<file path="src/lkd_defs.svh">
// lkd_defs.svh: offsets, field positions, reset values and timing counts
// assumes: included by bare name from the core, sync, window and test files
`ifndef LKD_DEFS_SVH
`define LKD_DEFS_SVH

// register indices, byte address is four times the index
`define LKD_IDX_LOCK_CFG   6'h07
`define LKD_IDX_PUMP_CFG   6'h09
`define LKD_IDX_PD_CTRL    6'h0b
`define LKD_IDX_STATUS     6'h12
`define LKD_IDX_INT_STS    6'h13
`define LKD_IDX_INT_EN     6'h14
`define LKD_IDX_INT_CLR    6'h15

// lock_detect_config fields
`define LKD_F_COUNT_LO     0
`define LKD_F_COUNT_HI     2
`define LKD_F_ENABLE       3
`define LKD_F_WIN_SEL      6
`define LKD_F_DIV_LO       7
`define LKD_F_DIV_HI       9
`define LKD_F_SPEED_LO     10
`define LKD_F_SPEED_HI     11

// pump_current_config fields
`define LKD_F_GAIN_UP_LO   0
`define LKD_F_GAIN_UP_HI   6
`define LKD_F_GAIN_DN_LO   7
`define LKD_F_GAIN_DN_HI   13
`define LKD_F_OFS_LO       14
`define LKD_F_OFS_HI       20
`define LKD_F_OFS_UP_EN    21
`define LKD_F_OFS_DN_EN    22

// phase_detector_control fields
`define LKD_F_POL          4
`define LKD_F_UP_EN        5
`define LKD_F_DN_EN        6
`define LKD_F_CSP_LO       7
`define LKD_F_CSP_HI       8

// status and interrupt bits
`define LKD_F_STS_OPEN     0
`define LKD_F_STS_LOCK     1
`define LKD_INT_GAINED     0
`define LKD_INT_LOST       1
`define LKD_INT_MISS       2

// reset values
`define LKD_RST_LOCK_CFG   24'h000000
`define LKD_RST_PUMP_CFG   24'h000000
`define LKD_RST_PD_CTRL    24'h000060

// timing: clock rate and fixed window
`define LKD_CLK_MHZ        100
`define LKD_FIXED_WIN_NS   10
`define LKD_FIXED_WIN_CYC  ((`LKD_FIXED_WIN_NS * `LKD_CLK_MHZ) / 1000)

// timer periods in clock cycles, speed code 0 fastest
`define LKD_TMR_P0         10'h001
`define LKD_TMR_P1         10'h002
`define LKD_TMR_P2         10'h003
`define LKD_TMR_P3         10'h004

// consecutive hit target is 1 << (code + base)
`define LKD_LOCK_SHIFT     6
// phase error threshold in cycles is 1 << (code + base)
`define LKD_CSP_SHIFT      1

`endif

</file>
<file path="src/lkd_pkg.sv">
// lkd_pkg.sv: state types of the lock-window and pump control block
// assumes: lkd_defs.svh holds every number
package lkd_pkg;

  typedef enum logic [1:0] {WIN_IDLE, WIN_OPEN, WIN_LATE} lkd_win_state_t;

  typedef struct packed {
    logic s1;
    logic s2;
    logic s3;
    logic lvl;
    logic rise;
  } lkd_sync_t;

  typedef struct packed {
    lkd_win_state_t st;
    logic           ref_first;
    logic [9:0]     cnt;
    logic           hit;
    logic           miss;
    logic           cycle_slip_guard;
  } lkd_win_t;

  typedef struct packed {
    logic [23:0] lock_cfg;
    logic [23:0] pump_cfg;
    logic [23:0] pd_ctrl;
    logic [2:0]  int_sts;
    logic [2:0]  int_en;
    logic        irq;
    logic [13:0] hits;
    logic        lock;
    logic        aw_full;
    logic [7:0]  aw_addr;
    logic        w_full;
    logic [31:0] w_data;
    logic [3:0]  w_strb;
    logic        awready;
    logic        wready;
    logic        bvalid;
    logic [1:0]  bresp;
    logic        arready;
    logic        rvalid;
    logic [31:0] rdata;
    logic [1:0]  rresp;
    logic        pump_up;
    logic        pump_dn;
    logic        tristate;
    logic        csp_boost;
  } lkd_top_t;

endpackage

</file>
<file path="src/lkd_core.sv">
// lkd_core.sv: lock-detect window, lock flag, pump controls, AXI4-Lite registers
// assumes: pd_ref_in and pd_vco_in arrive from outside the mclk domain;
// the analog pump consumes the control outputs.
`timescale 1ns/1ns
`include "lkd_defs.svh"
module lkd_core (
  // clock and reset
  input  wire logic        mclk,
  input  wire logic        rst,
  // phase detector inputs
  input  wire logic        pd_ref_in,
  input  wire logic        pd_vco_in,
  // axi4-lite write address
  input  wire logic        s_axi_awvalid,
  output logic             s_axi_awready,
  input  wire logic [7:0]  s_axi_awaddr,
  // axi4-lite write data
  input  wire logic        s_axi_wvalid,
  output logic             s_axi_wready,
  input  wire logic [31:0] s_axi_wdata,
  input  wire logic [3:0]  s_axi_wstrb,
  // axi4-lite write response
  output logic             s_axi_bvalid,
  input  wire logic        s_axi_bready,
  output logic [1:0]       s_axi_bresp,
  // axi4-lite read
  input  wire logic        s_axi_arvalid,
  output logic             s_axi_arready,
  input  wire logic [7:0]  s_axi_araddr,
  output logic             s_axi_rvalid,
  input  wire logic        s_axi_rready,
  output logic [31:0]      s_axi_rdata,
  output logic [1:0]       s_axi_rresp,
  // charge pump controls
  output logic             pump_up,
  output logic             pump_dn,
  output logic             pump_tristate,
  output logic             pd_invert,
  output logic             csp_boost,
  output logic [6:0]       gain_up,
  output logic [6:0]       gain_dn,
  output logic [6:0]       offset_mag,
  output logic             offset_up_en,
  output logic             offset_dn_en,
  // lock and interrupt
  output logic             lock_flag,
  output logic             irq
);
  import lkd_pkg::*;

  // all state in one struct, registered in one place
  lkd_top_t    q;
  lkd_top_t    d;
  logic        ref_rise;
  logic        vco_rise;
  logic        win_hit;
  logic        win_miss;
  logic        win_pend;
  logic        win_ref_first;
  logic        win_csp;
  logic [9:0]  win_len;
  logic [9:0]  csp_len;
  logic [9:0]  tmr_per;
  logic [13:0] target;
  logic        lkd_en;
  logic        hit;
  logic        miss;
  logic [2:0]  ev;
  logic [2:0]  clr;
  logic        up_raw;
  logic        dn_raw;

  // byte-lane merge of a write into a 24-bit register
  function automatic logic [23:0] merge(input logic [23:0] old,
                                        input logic [31:0] data,
                                        input logic [3:0]  strb);
    logic [23:0] r;
    r = old;
    for (int i = 0; i < 3; i++)
    begin
      if (strb[i])
        r[i*8 +: 8] = data[i*8 +: 8];
    end
    return r;
  endfunction

  // word index of a byte address
  function automatic logic [5:0] word_idx(input logic [7:0] addr);
    return addr[7:2];
  endfunction

  // window cycles: half a period for divider 0, never shorter than one cycle
  function automatic logic [9:0] timer_window(input logic [9:0] per,
                                              input logic [2:0] div);
    logic [9:0] w;
    w = (per << div) >> 1;
    if (w == 10'h000)
      w = 10'h001;
    return w;
  endfunction

  // slip threshold in cycles; a three-bit sum so code 3 does not wrap to zero
  function automatic logic [9:0] slip_len(input logic [1:0] code);
    logic [2:0] sh;
    sh = 3'(code) + 3'(`LKD_CSP_SHIFT);
    return 10'h001 << sh;
  endfunction

  // hit run target; a four-bit sum so the longer codes do not wrap
  function automatic logic [13:0] run_target(input logic [2:0] code);
    logic [3:0] sh;
    sh = 4'(code) + 4'(`LKD_LOCK_SHIFT);
    return 14'h0001 << sh;
  endfunction

  // pins come from another clock, so each passes the three-stage filter
  lkd_sync u_sync_ref (
    .mclk (mclk),
    .rst  (rst),
    .din  (pd_ref_in),
    .rise (ref_rise)
  );

  lkd_sync u_sync_vco (
    .mclk (mclk),
    .rst  (rst),
    .din  (pd_vco_in),
    .rise (vco_rise)
  );

  // timer period from speed, scaled by the divider
  always_comb
  begin
    case (q.lock_cfg[`LKD_F_SPEED_HI:`LKD_F_SPEED_LO])
      2'h0:    tmr_per = `LKD_TMR_P0;
      2'h1:    tmr_per = `LKD_TMR_P1;
      2'h2:    tmr_per = `LKD_TMR_P2;
      default: tmr_per = `LKD_TMR_P3;
    endcase
  end

  // fixed window when the timer window is not selected
  always_comb
  begin
    win_len = timer_window(tmr_per, q.lock_cfg[`LKD_F_DIV_HI:`LKD_F_DIV_LO]);
    if (!q.lock_cfg[`LKD_F_WIN_SEL])
      win_len = 10'(`LKD_FIXED_WIN_CYC);
  end

  assign csp_len = slip_len(q.pd_ctrl[`LKD_F_CSP_HI:`LKD_F_CSP_LO]);
  assign target  = run_target(q.lock_cfg[`LKD_F_COUNT_HI:`LKD_F_COUNT_LO]);

  // both arrivals pass equal filters, so their spacing is kept
  lkd_window u_window (
    .mclk      (mclk),
    .rst       (rst),
    .ref_rise  (ref_rise),
    .vco_rise  (vco_rise),
    .win_len   (win_len),
    .csp_len   (csp_len),
    .hit       (win_hit),
    .miss      (win_miss),
    .pending   (win_pend),
    .ref_first (win_ref_first),
    .cycle_slip_guard       (win_csp)
  );

  // detection off: the window still runs, only its verdicts are dropped
  assign lkd_en = q.lock_cfg[`LKD_F_ENABLE];
  assign hit    = lkd_en & win_hit;
  assign miss   = lkd_en & win_miss;

  always_comb
  begin
    d   = q;
    clr = 3'h0;

    // lock run counter and flag
    if (!lkd_en)
    begin
      d.hits = 14'h0000;
      d.lock = 1'b0;
    end
    else if (miss)
    begin
      d.hits = 14'h0000;
      d.lock = 1'b0;
    end
    else if (hit)
    begin
      // saturate so a long run keeps the flag without wrapping
      if (q.hits < target)
        d.hits = q.hits + 14'h0001;
      if (q.hits + 14'h0001 >= target)
        d.lock = 1'b1;
    end

    // one write at a time; a second waits for the response handshake
    // write channel: address and data taken in either order
    if (s_axi_awvalid && q.awready)
    begin
      d.aw_full = 1'b1;
      d.aw_addr = s_axi_awaddr;
    end
    if (s_axi_wvalid && q.wready)
    begin
      d.w_full = 1'b1;
      d.w_data = s_axi_wdata;
      d.w_strb = s_axi_wstrb;
    end
    if (q.bvalid && s_axi_bready)
      d.bvalid = 1'b0;
    if (q.aw_full && q.w_full && !q.bvalid)
    begin
      d.aw_full = 1'b0;
      d.w_full  = 1'b0;
      d.bvalid  = 1'b1;
      d.bresp   = 2'h0;
      case (word_idx(q.aw_addr))
        `LKD_IDX_LOCK_CFG: d.lock_cfg = merge(q.lock_cfg, q.w_data, q.w_strb);
        `LKD_IDX_PUMP_CFG: d.pump_cfg = merge(q.pump_cfg, q.w_data, q.w_strb);
        `LKD_IDX_PD_CTRL:  d.pd_ctrl  = merge(q.pd_ctrl, q.w_data, q.w_strb);
        `LKD_IDX_INT_EN:
        begin
          if (q.w_strb[0])
            d.int_en = q.w_data[2:0];
        end
        `LKD_IDX_INT_CLR:
        begin
          if (q.w_strb[0])
            clr = q.w_data[2:0];
        end
        `LKD_IDX_STATUS, `LKD_IDX_INT_STS:
          d.bresp = 2'h0;
        default:
          d.bresp = 2'h2;
      endcase
    end
    // no new beat is taken until the response has gone
    d.awready = !d.aw_full && !d.bvalid;
    d.wready  = !d.w_full && !d.bvalid;

    // read channel
    // reads answer one edge after the address is taken
    if (q.rvalid && s_axi_rready)
      d.rvalid = 1'b0;
    if (s_axi_arvalid && q.arready)
    begin
      d.rvalid = 1'b1;
      d.rresp  = 2'h0;
      d.rdata  = 32'h00000000;
      case (word_idx(s_axi_araddr))
        `LKD_IDX_LOCK_CFG: d.rdata[23:0] = q.lock_cfg;
        `LKD_IDX_PUMP_CFG: d.rdata[23:0] = q.pump_cfg;
        `LKD_IDX_PD_CTRL:  d.rdata[23:0] = q.pd_ctrl;
        `LKD_IDX_STATUS:
        begin
          d.rdata[`LKD_F_STS_LOCK] = q.lock;
          // a window waiting for its second arrival
          d.rdata[`LKD_F_STS_OPEN] = win_pend;
        end
        `LKD_IDX_INT_STS:  d.rdata[2:0] = q.int_sts;
        `LKD_IDX_INT_EN:   d.rdata[2:0] = q.int_en;
        `LKD_IDX_INT_CLR:  d.rdata = 32'h00000000;
        default:           d.rresp = 2'h2;
      endcase
    end
    d.arready = !d.rvalid;

    // sticky events, a set in the clear cycle survives
    ev[`LKD_INT_GAINED] = d.lock & ~q.lock;
    ev[`LKD_INT_LOST]   = q.lock & ~d.lock;
    ev[`LKD_INT_MISS]   = miss;
    d.int_sts = (q.int_sts & ~clr) | ev;
    d.irq     = |(d.int_sts & d.int_en);

    // pump direction: reference leading means the vco lags, pump up
    up_raw = win_pend & win_ref_first;
    dn_raw = win_pend & ~win_ref_first;
    if (q.pd_ctrl[`LKD_F_POL])
    begin
      up_raw = win_pend & ~win_ref_first;
      dn_raw = win_pend & win_ref_first;
    end
    d.pump_up   = up_raw & d.pd_ctrl[`LKD_F_UP_EN];
    d.pump_dn   = dn_raw & d.pd_ctrl[`LKD_F_DN_EN];
    d.tristate  = !d.pd_ctrl[`LKD_F_UP_EN] && !d.pd_ctrl[`LKD_F_DN_EN];
    d.csp_boost = win_csp & !d.tristate;
  end

  always_ff @(posedge mclk or posedge rst)
  begin
    if (rst)
    begin
      q          <= '0;
      q.lock_cfg <= `LKD_RST_LOCK_CFG;
      q.pump_cfg <= `LKD_RST_PUMP_CFG;
      // both pump enables on out of reset, so the loop starts closed
      q.pd_ctrl  <= `LKD_RST_PD_CTRL;
      q.tristate <= 1'b0;
    end
    else
      q <= d;
  end

  assign s_axi_awready = q.awready;
  assign s_axi_wready  = q.wready;
  assign s_axi_bvalid  = q.bvalid;
  assign s_axi_bresp   = q.bresp;
  assign s_axi_arready = q.arready;
  assign s_axi_rvalid  = q.rvalid;
  assign s_axi_rdata   = q.rdata;
  assign s_axi_rresp   = q.rresp;
  assign pump_up       = q.pump_up;
  assign pump_dn       = q.pump_dn;
  assign pump_tristate = q.tristate;
  assign pd_invert     = q.pd_ctrl[`LKD_F_POL];
  assign csp_boost     = q.csp_boost;
  assign gain_up       = q.pump_cfg[`LKD_F_GAIN_UP_HI:`LKD_F_GAIN_UP_LO];
  assign gain_dn       = q.pump_cfg[`LKD_F_GAIN_DN_HI:`LKD_F_GAIN_DN_LO];
  assign offset_mag    = q.pump_cfg[`LKD_F_OFS_HI:`LKD_F_OFS_LO];
  assign offset_up_en  = q.pump_cfg[`LKD_F_OFS_UP_EN];
  assign offset_dn_en  = q.pump_cfg[`LKD_F_OFS_DN_EN];
  assign lock_flag     = q.lock;
  assign irq           = q.irq;
endmodule

</file>
<file path="src/lkd_sync.sv">
// lkd_sync.sv: three-stage synchroniser with agreement filter and rise pulse
// assumes: din is asynchronous to mclk
`timescale 1ns/1ns
`include "lkd_defs.svh"
module lkd_sync (
  // clock and reset
  input  wire logic mclk,
  input  wire logic rst,
  // pin side
  input  wire logic din,
  // core side
  output logic      rise
);
  import lkd_pkg::*;

  lkd_sync_t q;
  lkd_sync_t d;

  always_comb
  begin
    d      = q;
    d.s1   = din;
    d.s2   = q.s1;
    d.s3   = q.s2;
    d.rise = 1'b0;
    // a level counts only once stages two and three agree
    if (q.s2 == q.s3 && q.s2 != q.lvl)
    begin
      d.lvl  = q.s2;
      d.rise = q.s2;
    end
  end

  always_ff @(posedge mclk or posedge rst)
  begin
    if (rst)
      q <= '0;
    else
      q <= d;
  end

  assign rise = q.rise;
endmodule

</file>
<file path="src/lkd_window.sv">
// lkd_window.sv: lock window opened by whichever phase-detector input leads
// assumes: ref_rise and vco_rise are single-cycle pulses on mclk
`timescale 1ns/1ns
`include "lkd_defs.svh"
module lkd_window (
  // clock and reset
  input  wire logic       mclk,
  input  wire logic       rst,
  // arrivals
  input  wire logic       ref_rise,
  input  wire logic       vco_rise,
  // window length and slip threshold, in cycles
  input  wire logic [9:0] win_len,
  input  wire logic [9:0] csp_len,
  // results
  output logic            hit,
  output logic            miss,
  output logic            pending,
  output logic            ref_first,
  output logic            cycle_slip_guard
);
  import lkd_pkg::*;

  lkd_win_t q;
  lkd_win_t d;
  logic     other;

  always_comb
  begin
    d      = q;
    d.hit  = 1'b0;
    d.miss = 1'b0;
    other  = q.ref_first ? vco_rise : ref_rise;
    case (q.st)
      WIN_IDLE:
      begin
        d.cnt = 10'h000;
        d.cycle_slip_guard = 1'b0;
        if (ref_rise && vco_rise)
          d.hit = 1'b1;
        else if (ref_rise || vco_rise)
        begin
          d.st        = WIN_OPEN;
          d.ref_first = ref_rise;
          d.cnt       = 10'h001;
        end
      end
      WIN_OPEN, WIN_LATE:
      begin
        d.cnt = (q.cnt == 10'h3ff) ? q.cnt : q.cnt + 10'h001;
        if (q.cnt >= csp_len)
          d.cycle_slip_guard = 1'b1;
        if (q.st == WIN_OPEN && q.cnt >= win_len)
          d.st = WIN_LATE;
        if (other)
        begin
          d.hit  = (q.st == WIN_OPEN) && (q.cnt < win_len);
          d.miss = !d.hit;
          d.st   = WIN_IDLE;
          d.cycle_slip_guard  = 1'b0;
        end
      end
      default:
        d.st = WIN_IDLE;
    endcase
  end

  always_ff @(posedge mclk or posedge rst)
  begin
    if (rst)
      q <= '0;
    else
      q <= d;
  end

  assign hit       = q.hit;
  assign miss      = q.miss;
  assign pending   = (q.st != WIN_IDLE);
  assign ref_first = q.ref_first;
  assign cycle_slip_guard       = q.cycle_slip_guard;
endmodule

</file>
<file path="config.mk">
export PLATFORM = sky130hd
export DESIGN_NAME = lkd_core
export DESIGN_NICKNAME = d
export VERILOG_FILES = /design/src/lkd_pkg.sv /design/src/lkd_core.sv /design/src/lkd_sync.sv /design/src/lkd_window.sv
export VERILOG_INCLUDE_DIRS = /design/src
export SDC_FILE = /design/constraint.sdc
export NUM_CORES = 1
export LEC_CHECK = 0
export BUFFER_PORTS_ARGS = -buffer_cell sky130_fd_sc_hd__buf_2
export CAP_MARGIN = 25
export CELL_PAD_IN_SITES_DETAIL_PLACEMENT = 0
export CELL_PAD_IN_SITES_GLOBAL_PLACEMENT = 1
export CORE_MARGIN = 8
export CORE_UTILIZATION = 30
export DETAILED_ROUTE_END_ITERATION = 10
export PLACE_DENSITY_LB_ADDON = 0.1
export SYNTH_ARGS = -nofsm -noshare
export SYNTH_HDL_FRONTEND = slang
export SYNTH_SLANG_ARGS = --single-unit
</file>
<file path="constraint.sdc">
create_clock -name mclk -period 8 [get_ports mclk]
set_input_delay 0.8 -clock mclk [delete_from_list [all_inputs] [get_ports mclk]]
set_output_delay 0.8 -clock mclk [all_outputs]
set_load 0.02 [all_outputs]
</file>
# After elaboration in Yosys (flattened, before gate mapping)
# Index checks and enable logic that the tools add are counted.
[classes] order_cmp=5 n_bitwise=17 muxes=47 shifts=3 n_reduce_logical=48 add_sub_neg=4 eq_ne=30
[op_table] operator="$pmux W21 S3" n=1
[op_table] operator="$eq A6 B5 Y1 const B" n=8
[op_table] operator="$mux W15" n=3
[op_table] operator="$mux W37" n=1
[op_table] operator="$mux W35" n=1
[op_table] operator="$reduce_and A3 Y1" n=11
[op_table] operator="$mux W9" n=3
[op_table] operator="$mux W13" n=2
[op_table] operator="$eq A6 B4 Y1 const B" n=4
[op_table] operator="$mux W3" n=8
[op_table] operator="$pmux W11 S2" n=1
[op_table] operator="$mux W7" n=3
[op_table] operator="$ge A10 B10 Y1" n=2
[op_table] operator="$logic_and A1 B1 Y1" n=15
[op_table] operator="$add A14 B1 Y14 const B" n=1
[op_table] operator="$ge A14 B14 Y1" n=1
[op_table] operator="$lt A14 B14 Y1" n=1
[op_table] operator="$mux W14" n=1
[op_table] operator="$reduce_or A7 Y1" n=2
[op_table] operator="$shl A1 B4 Y14 const A" n=1
[op_table] operator="$mux W1" n=13
[op_table] operator="$eq A6 B3 Y1 const B" n=2
[op_table] operator="$ne A3 B1 Y1 const B" n=4
[op_table] operator="$pmux W2 S6" n=1
[op_table] operator="other kinds (32)" n=64
[totals] register_bits=203 inputBits=61 word_cells=202

# Depth between registers and ports, before layout
[depth] ltp_word=12 mapped_depth=14 ltp_nobuf=14

# Modules after synthesis
# A second synthesis with hierarchy kept.
[unflattened] hier_cells=968 hier_area_um2=10271.1
[modules_own_cells] mod="lkd_core" instances=1 cells_per_inst=780 seq_area_each_um2=4106.4 area_per_inst_um2=8528.2
[modules_own_cells] mod="lkd_window" instances=1 cells_per_inst=172 seq_area_each_um2=400.4 area_per_inst_um2=1442.6
[modules_own_cells] mod="lkd_sync" instances=2 cells_per_inst=8 seq_area_each_um2=125.1 area_per_inst_um2=150.1

# Least setup slack after synthesis
# No wires, ideal clock.
[synth_path] kind="register to register" from="reg q[92] in the netlist's numbering" to="reg q (netlist bit irq)" synth_period_minus_slack_ps=3103 slack_ps=4897 arrival_time_ps=2977 t_required_ps=7874 path_stages_with_launch=14 setup_time_ps=126 path_buffers=0 path_cell_list="dfrtp_1 > ha_1 > nand2_1 > nor3_1 > and3_1 > nor2b_1 > or2_2 > ha_1 > a21oi_1 > nand2_1 > a221oi_1 > o21ai_0 > a22o_1 > a221o_1"
[synth_rtl] item="from (decl)" line="lkd_core.sv:52" rtl="lkd_top_t q;"

==> results.yml <==
global_route:
  grt_usage: 0.1349
  antenna_found_initial: 0
  overflow: 0
  grt_max_degree: 128
  grt_pass1_vias: 6911
  grt_pass1_wl_um: 41190
timing:
  grt_setup_unrepaired: "false"
  finalHoldViolCount: 0
  relSlewSlack: 0.4400
  fin_skew_ns: 0.01748
  fmax_mhz: 269.5
  finalSetupViolations: 0
  fin_ws_ns: 4.290
  tightest_slew_ns: 0.8399
  slew_violations: 0
  setup_tns_ns: 0
  fin_crit_ns: 3.710
  fin_crit_sh: 0.4638
drt:
  drt-initial-drc-count: 267
  drt-vias-per-instance: 4.709
  vias: 6837
  wire_per_inst_um: 17.98
  ant_nets: 0
  drt-pass1-iter-count: 4
  wl_um: 26110
  drc: 0
synth:
  avgSynthCellArea_um2: 10.87
  synth_cell_types: 71
  synth.area.top_cells: "dfrtp_1 47%, mux2_2 12%, ha_1 6.8%"
  yosys_warnings: 0
  synthCells: 928
  yosysSeqAreaShare: 0.4715
  synthAdderAreaFrac: 0.06821
  synth_mux_area_frac: 0.1506
  synth_ff_type: "dfrtp_1"
  synth_compound_area_frac: 0.1011
  synth_xor_area_frac: 0.01042
  async_reset_ff_frac: 1.000
  synth-simple-area-share: 0.1348
  syn_area_um2: 10090
  ys_ff_latch: 190
  synth.top_cell.area_share: 0.4663
  synth_enable_flop_cells: 0
  synth_top_family_by_area: "multiplexers"
  yosysTopAreaCell: "dfrtp_1"
cts:
  postCtsHoldBufs: 0
  clkSlewWorstSetupHoldPaths_ns: 0.07
  cts_sinks: 190
  h-tree-depth: 4
  ctsRootBufferMaster: "clkbuf_16"
  cts_resized: 0
  clockBufferDepth: 2
  numCtsBuffers: 17
  cts_tree: "built"
  cts_setup_buffers: 0
  clk-insertion-delay-late_ns: 0.45
setup_path:
  path_class: "flop to flop"
  cp_max_fo: 6
  rr_worst_depth: 13
  arrival_ns: 4.02
  reg2reg_slack_ns: 4.29
  crit_required_ns: 8.31
  crit_chain: "ha_1 -> nand2_1 -> nor3_1 -> and3_1 -> nor2b_1 -> or2_2 -> ha_1 -> a21oi_1 -> nand2_1 -> a221oi_1 -> o21ai_0 -> a22o_1 -> a221o_1"
  reg2reg_to: "irq"
  end_kind: "flop"
  critical_path.slowest_cell: "dfrtp_1"
  crit_path_start_kind: "flop"
  max_stage_delay_ns: 0.47
  r2r-start: "q[92]"
die:
  die_area_um2: 39750
  rows: 67
  pin_count: 132
  core_um2: 33360
  die_w_um: 199.4
  die_h_um: 199.4
  start_util: 0.3024
finish:
  multi_input_comb_area_um2: 4737
  final_area_um2: 11380
  area_delta_synth_final_pct: 12.82
  ff_latch_area_um2: 4757
  diodes: 0
  nets: 1107
  n_fill_cell: 3488
  layout-drive-gt1-share: 0.2938
job:
  maxCapViolations: 0
place:
  dp_slack_ns: 4.267
  portBuffers: 108
  post_dp_cell_area_um2: 10740
  place_congestion: 0.7462
  dpl.hpwl_um: 18440
power_and_ir_drop:
  p_per_area_nw_per_um2: 276.3
  finalPower_mw: 3.145
  vdd_ir_drop_max_mv: 0.1662
  p_leak_nw: 5.441
worst_hold_path:
  hold_path_class: "primary input to async pin"
outcome:
  status: "finished clean"
## synth_stat cells (all sizes together), types with 12 or more instances
cell / number
a21oi: 43
buf: 67
clkbuf: 16
dfrtp: 188
ha: 55
inv: 23
mux2: 112
mux2i: 25
nand2: 78
nand2b: 12
nand3: 27
nor2: 71
nor2b: 17
o21ai: 57
## where the power goes
part | leakage, nW | switching (mW) | internal (mW) | total (mW)
Sequential | 2.51 | 0.227 | 1.19 | 1.42
Combinational | 2.64 | 0.462 | 0.381 | 0.843
Clock | 0.288 | 0.395 | 0.490 | 0.885
Total | 5.44 | 1.08 | 2.06 | 3.15
## per-layer routing
layer  share of wire  wire length, um  vias to the layer above  track usage
met3           0.036              932                       15      0.02661
li1                -                -                     3360            -
met2            0.45            11810                       85       0.2083
met4           0.011              285                        0      0.04169
met1            0.50            13080                     3377       0.1880
met5               0                0                        -            0
## layout by cell type (no fill, tap or decap), drive strengths merged, types with 3 or more instances in the layout
cell type and n:
and3 9, nand3 27, conb 12, and2 8, mux2 112, a22o 6
o21ai 57, a211oi 5, nor3b 7, o22a 4, a22oi 3, nor2 71
nor2b 17, nor4 3, nor3 9, clkbuf 22, dfrtp 188, a21o 3
o22ai 3, nand2b 12, clkinv 4, mux2i 25, inv 25, xor2 6
ha 55, or2 7, buf 117, nand4 7, nand2 78, a41o 3
o21ba 3, xnor2 6, a21oi 43, a31oi 5, o31ai 4, a21bo 3
## worst max path at each step
stage,from,to,cells after the start,slack (ns)
after floorplan,rst,csp_boost,1,2.03
after global placement,q[162],q[104],11,4.20
after detailed placement,q[162],q[98],11,4.27
after CTS,q[162],q[98],11,4.22
after global routing,q[92],irq,13,4.05
final,q[92],irq,13,4.29
## cell families (layout without fill, tap and decap cells)
| logic type | Yosys count | in the layout |
|---|---|---|
| buffers and inverters | 106 | 172 |
| XOR/XNOR | 12 | 12 |
| other | 2 | 12 |
| AND/OR/NAND/NOR | 265 | 265 |
| AO/OA/AOI/OAI | 161 | 161 |
| flip-flops | 190 | 190 |
| adder cells (fa/ha/maj) | 55 | 55 |
| multiplexers | 137 | 137 |
## per-stage QoR
stage	hold slack (ns)	std cells	util
finish	0.3311	1452	0.3411
global route	0.3323	1452	0.3411
CTS	0.3517	1450	0.3400
detailed placement	0.3364	1418	0.3219
global placement	0.3352	1418	0.3219
floorplan	0.3312	938	-
## critical path: cells and delay by family (launching register included)
family	cells	cell delay, ns
and+or+nand+nor	6	1.21
AOI/OAI and AO/OA	5	1.27
DFF	1	0.47
adders and majority gates	2	0.64
## area by class of cell
| class | instances | area share |
|---|---|---|
| Timing Repair Buffer | 117 | 0.05551 |
| Clock inverter | 10 | 0.01121 |
| Tap cell | 448 | 0.04925 |
| Inverter | 23 | 0.008244 |
| Clock buffer | 22 | 0.04166 |
| Sequential cell | 190 | 0.4179 |
| Multi-Input combinational cell | 642 | 0.4162 |
## flip-flops by register name, summed over array words and instances (netlist names), 2 cells and up
register,cells
u_sync_vco.d,2
gain_up,7
q,102
offset_mag,7
u_sync_vco.q,2
u_sync_ref.q,2
gain_dn,7
u_window.q,12
s_axi_rdata,24
u_sync_ref.d,2
No activity file was read; power rests on OpenSTA's default activity.
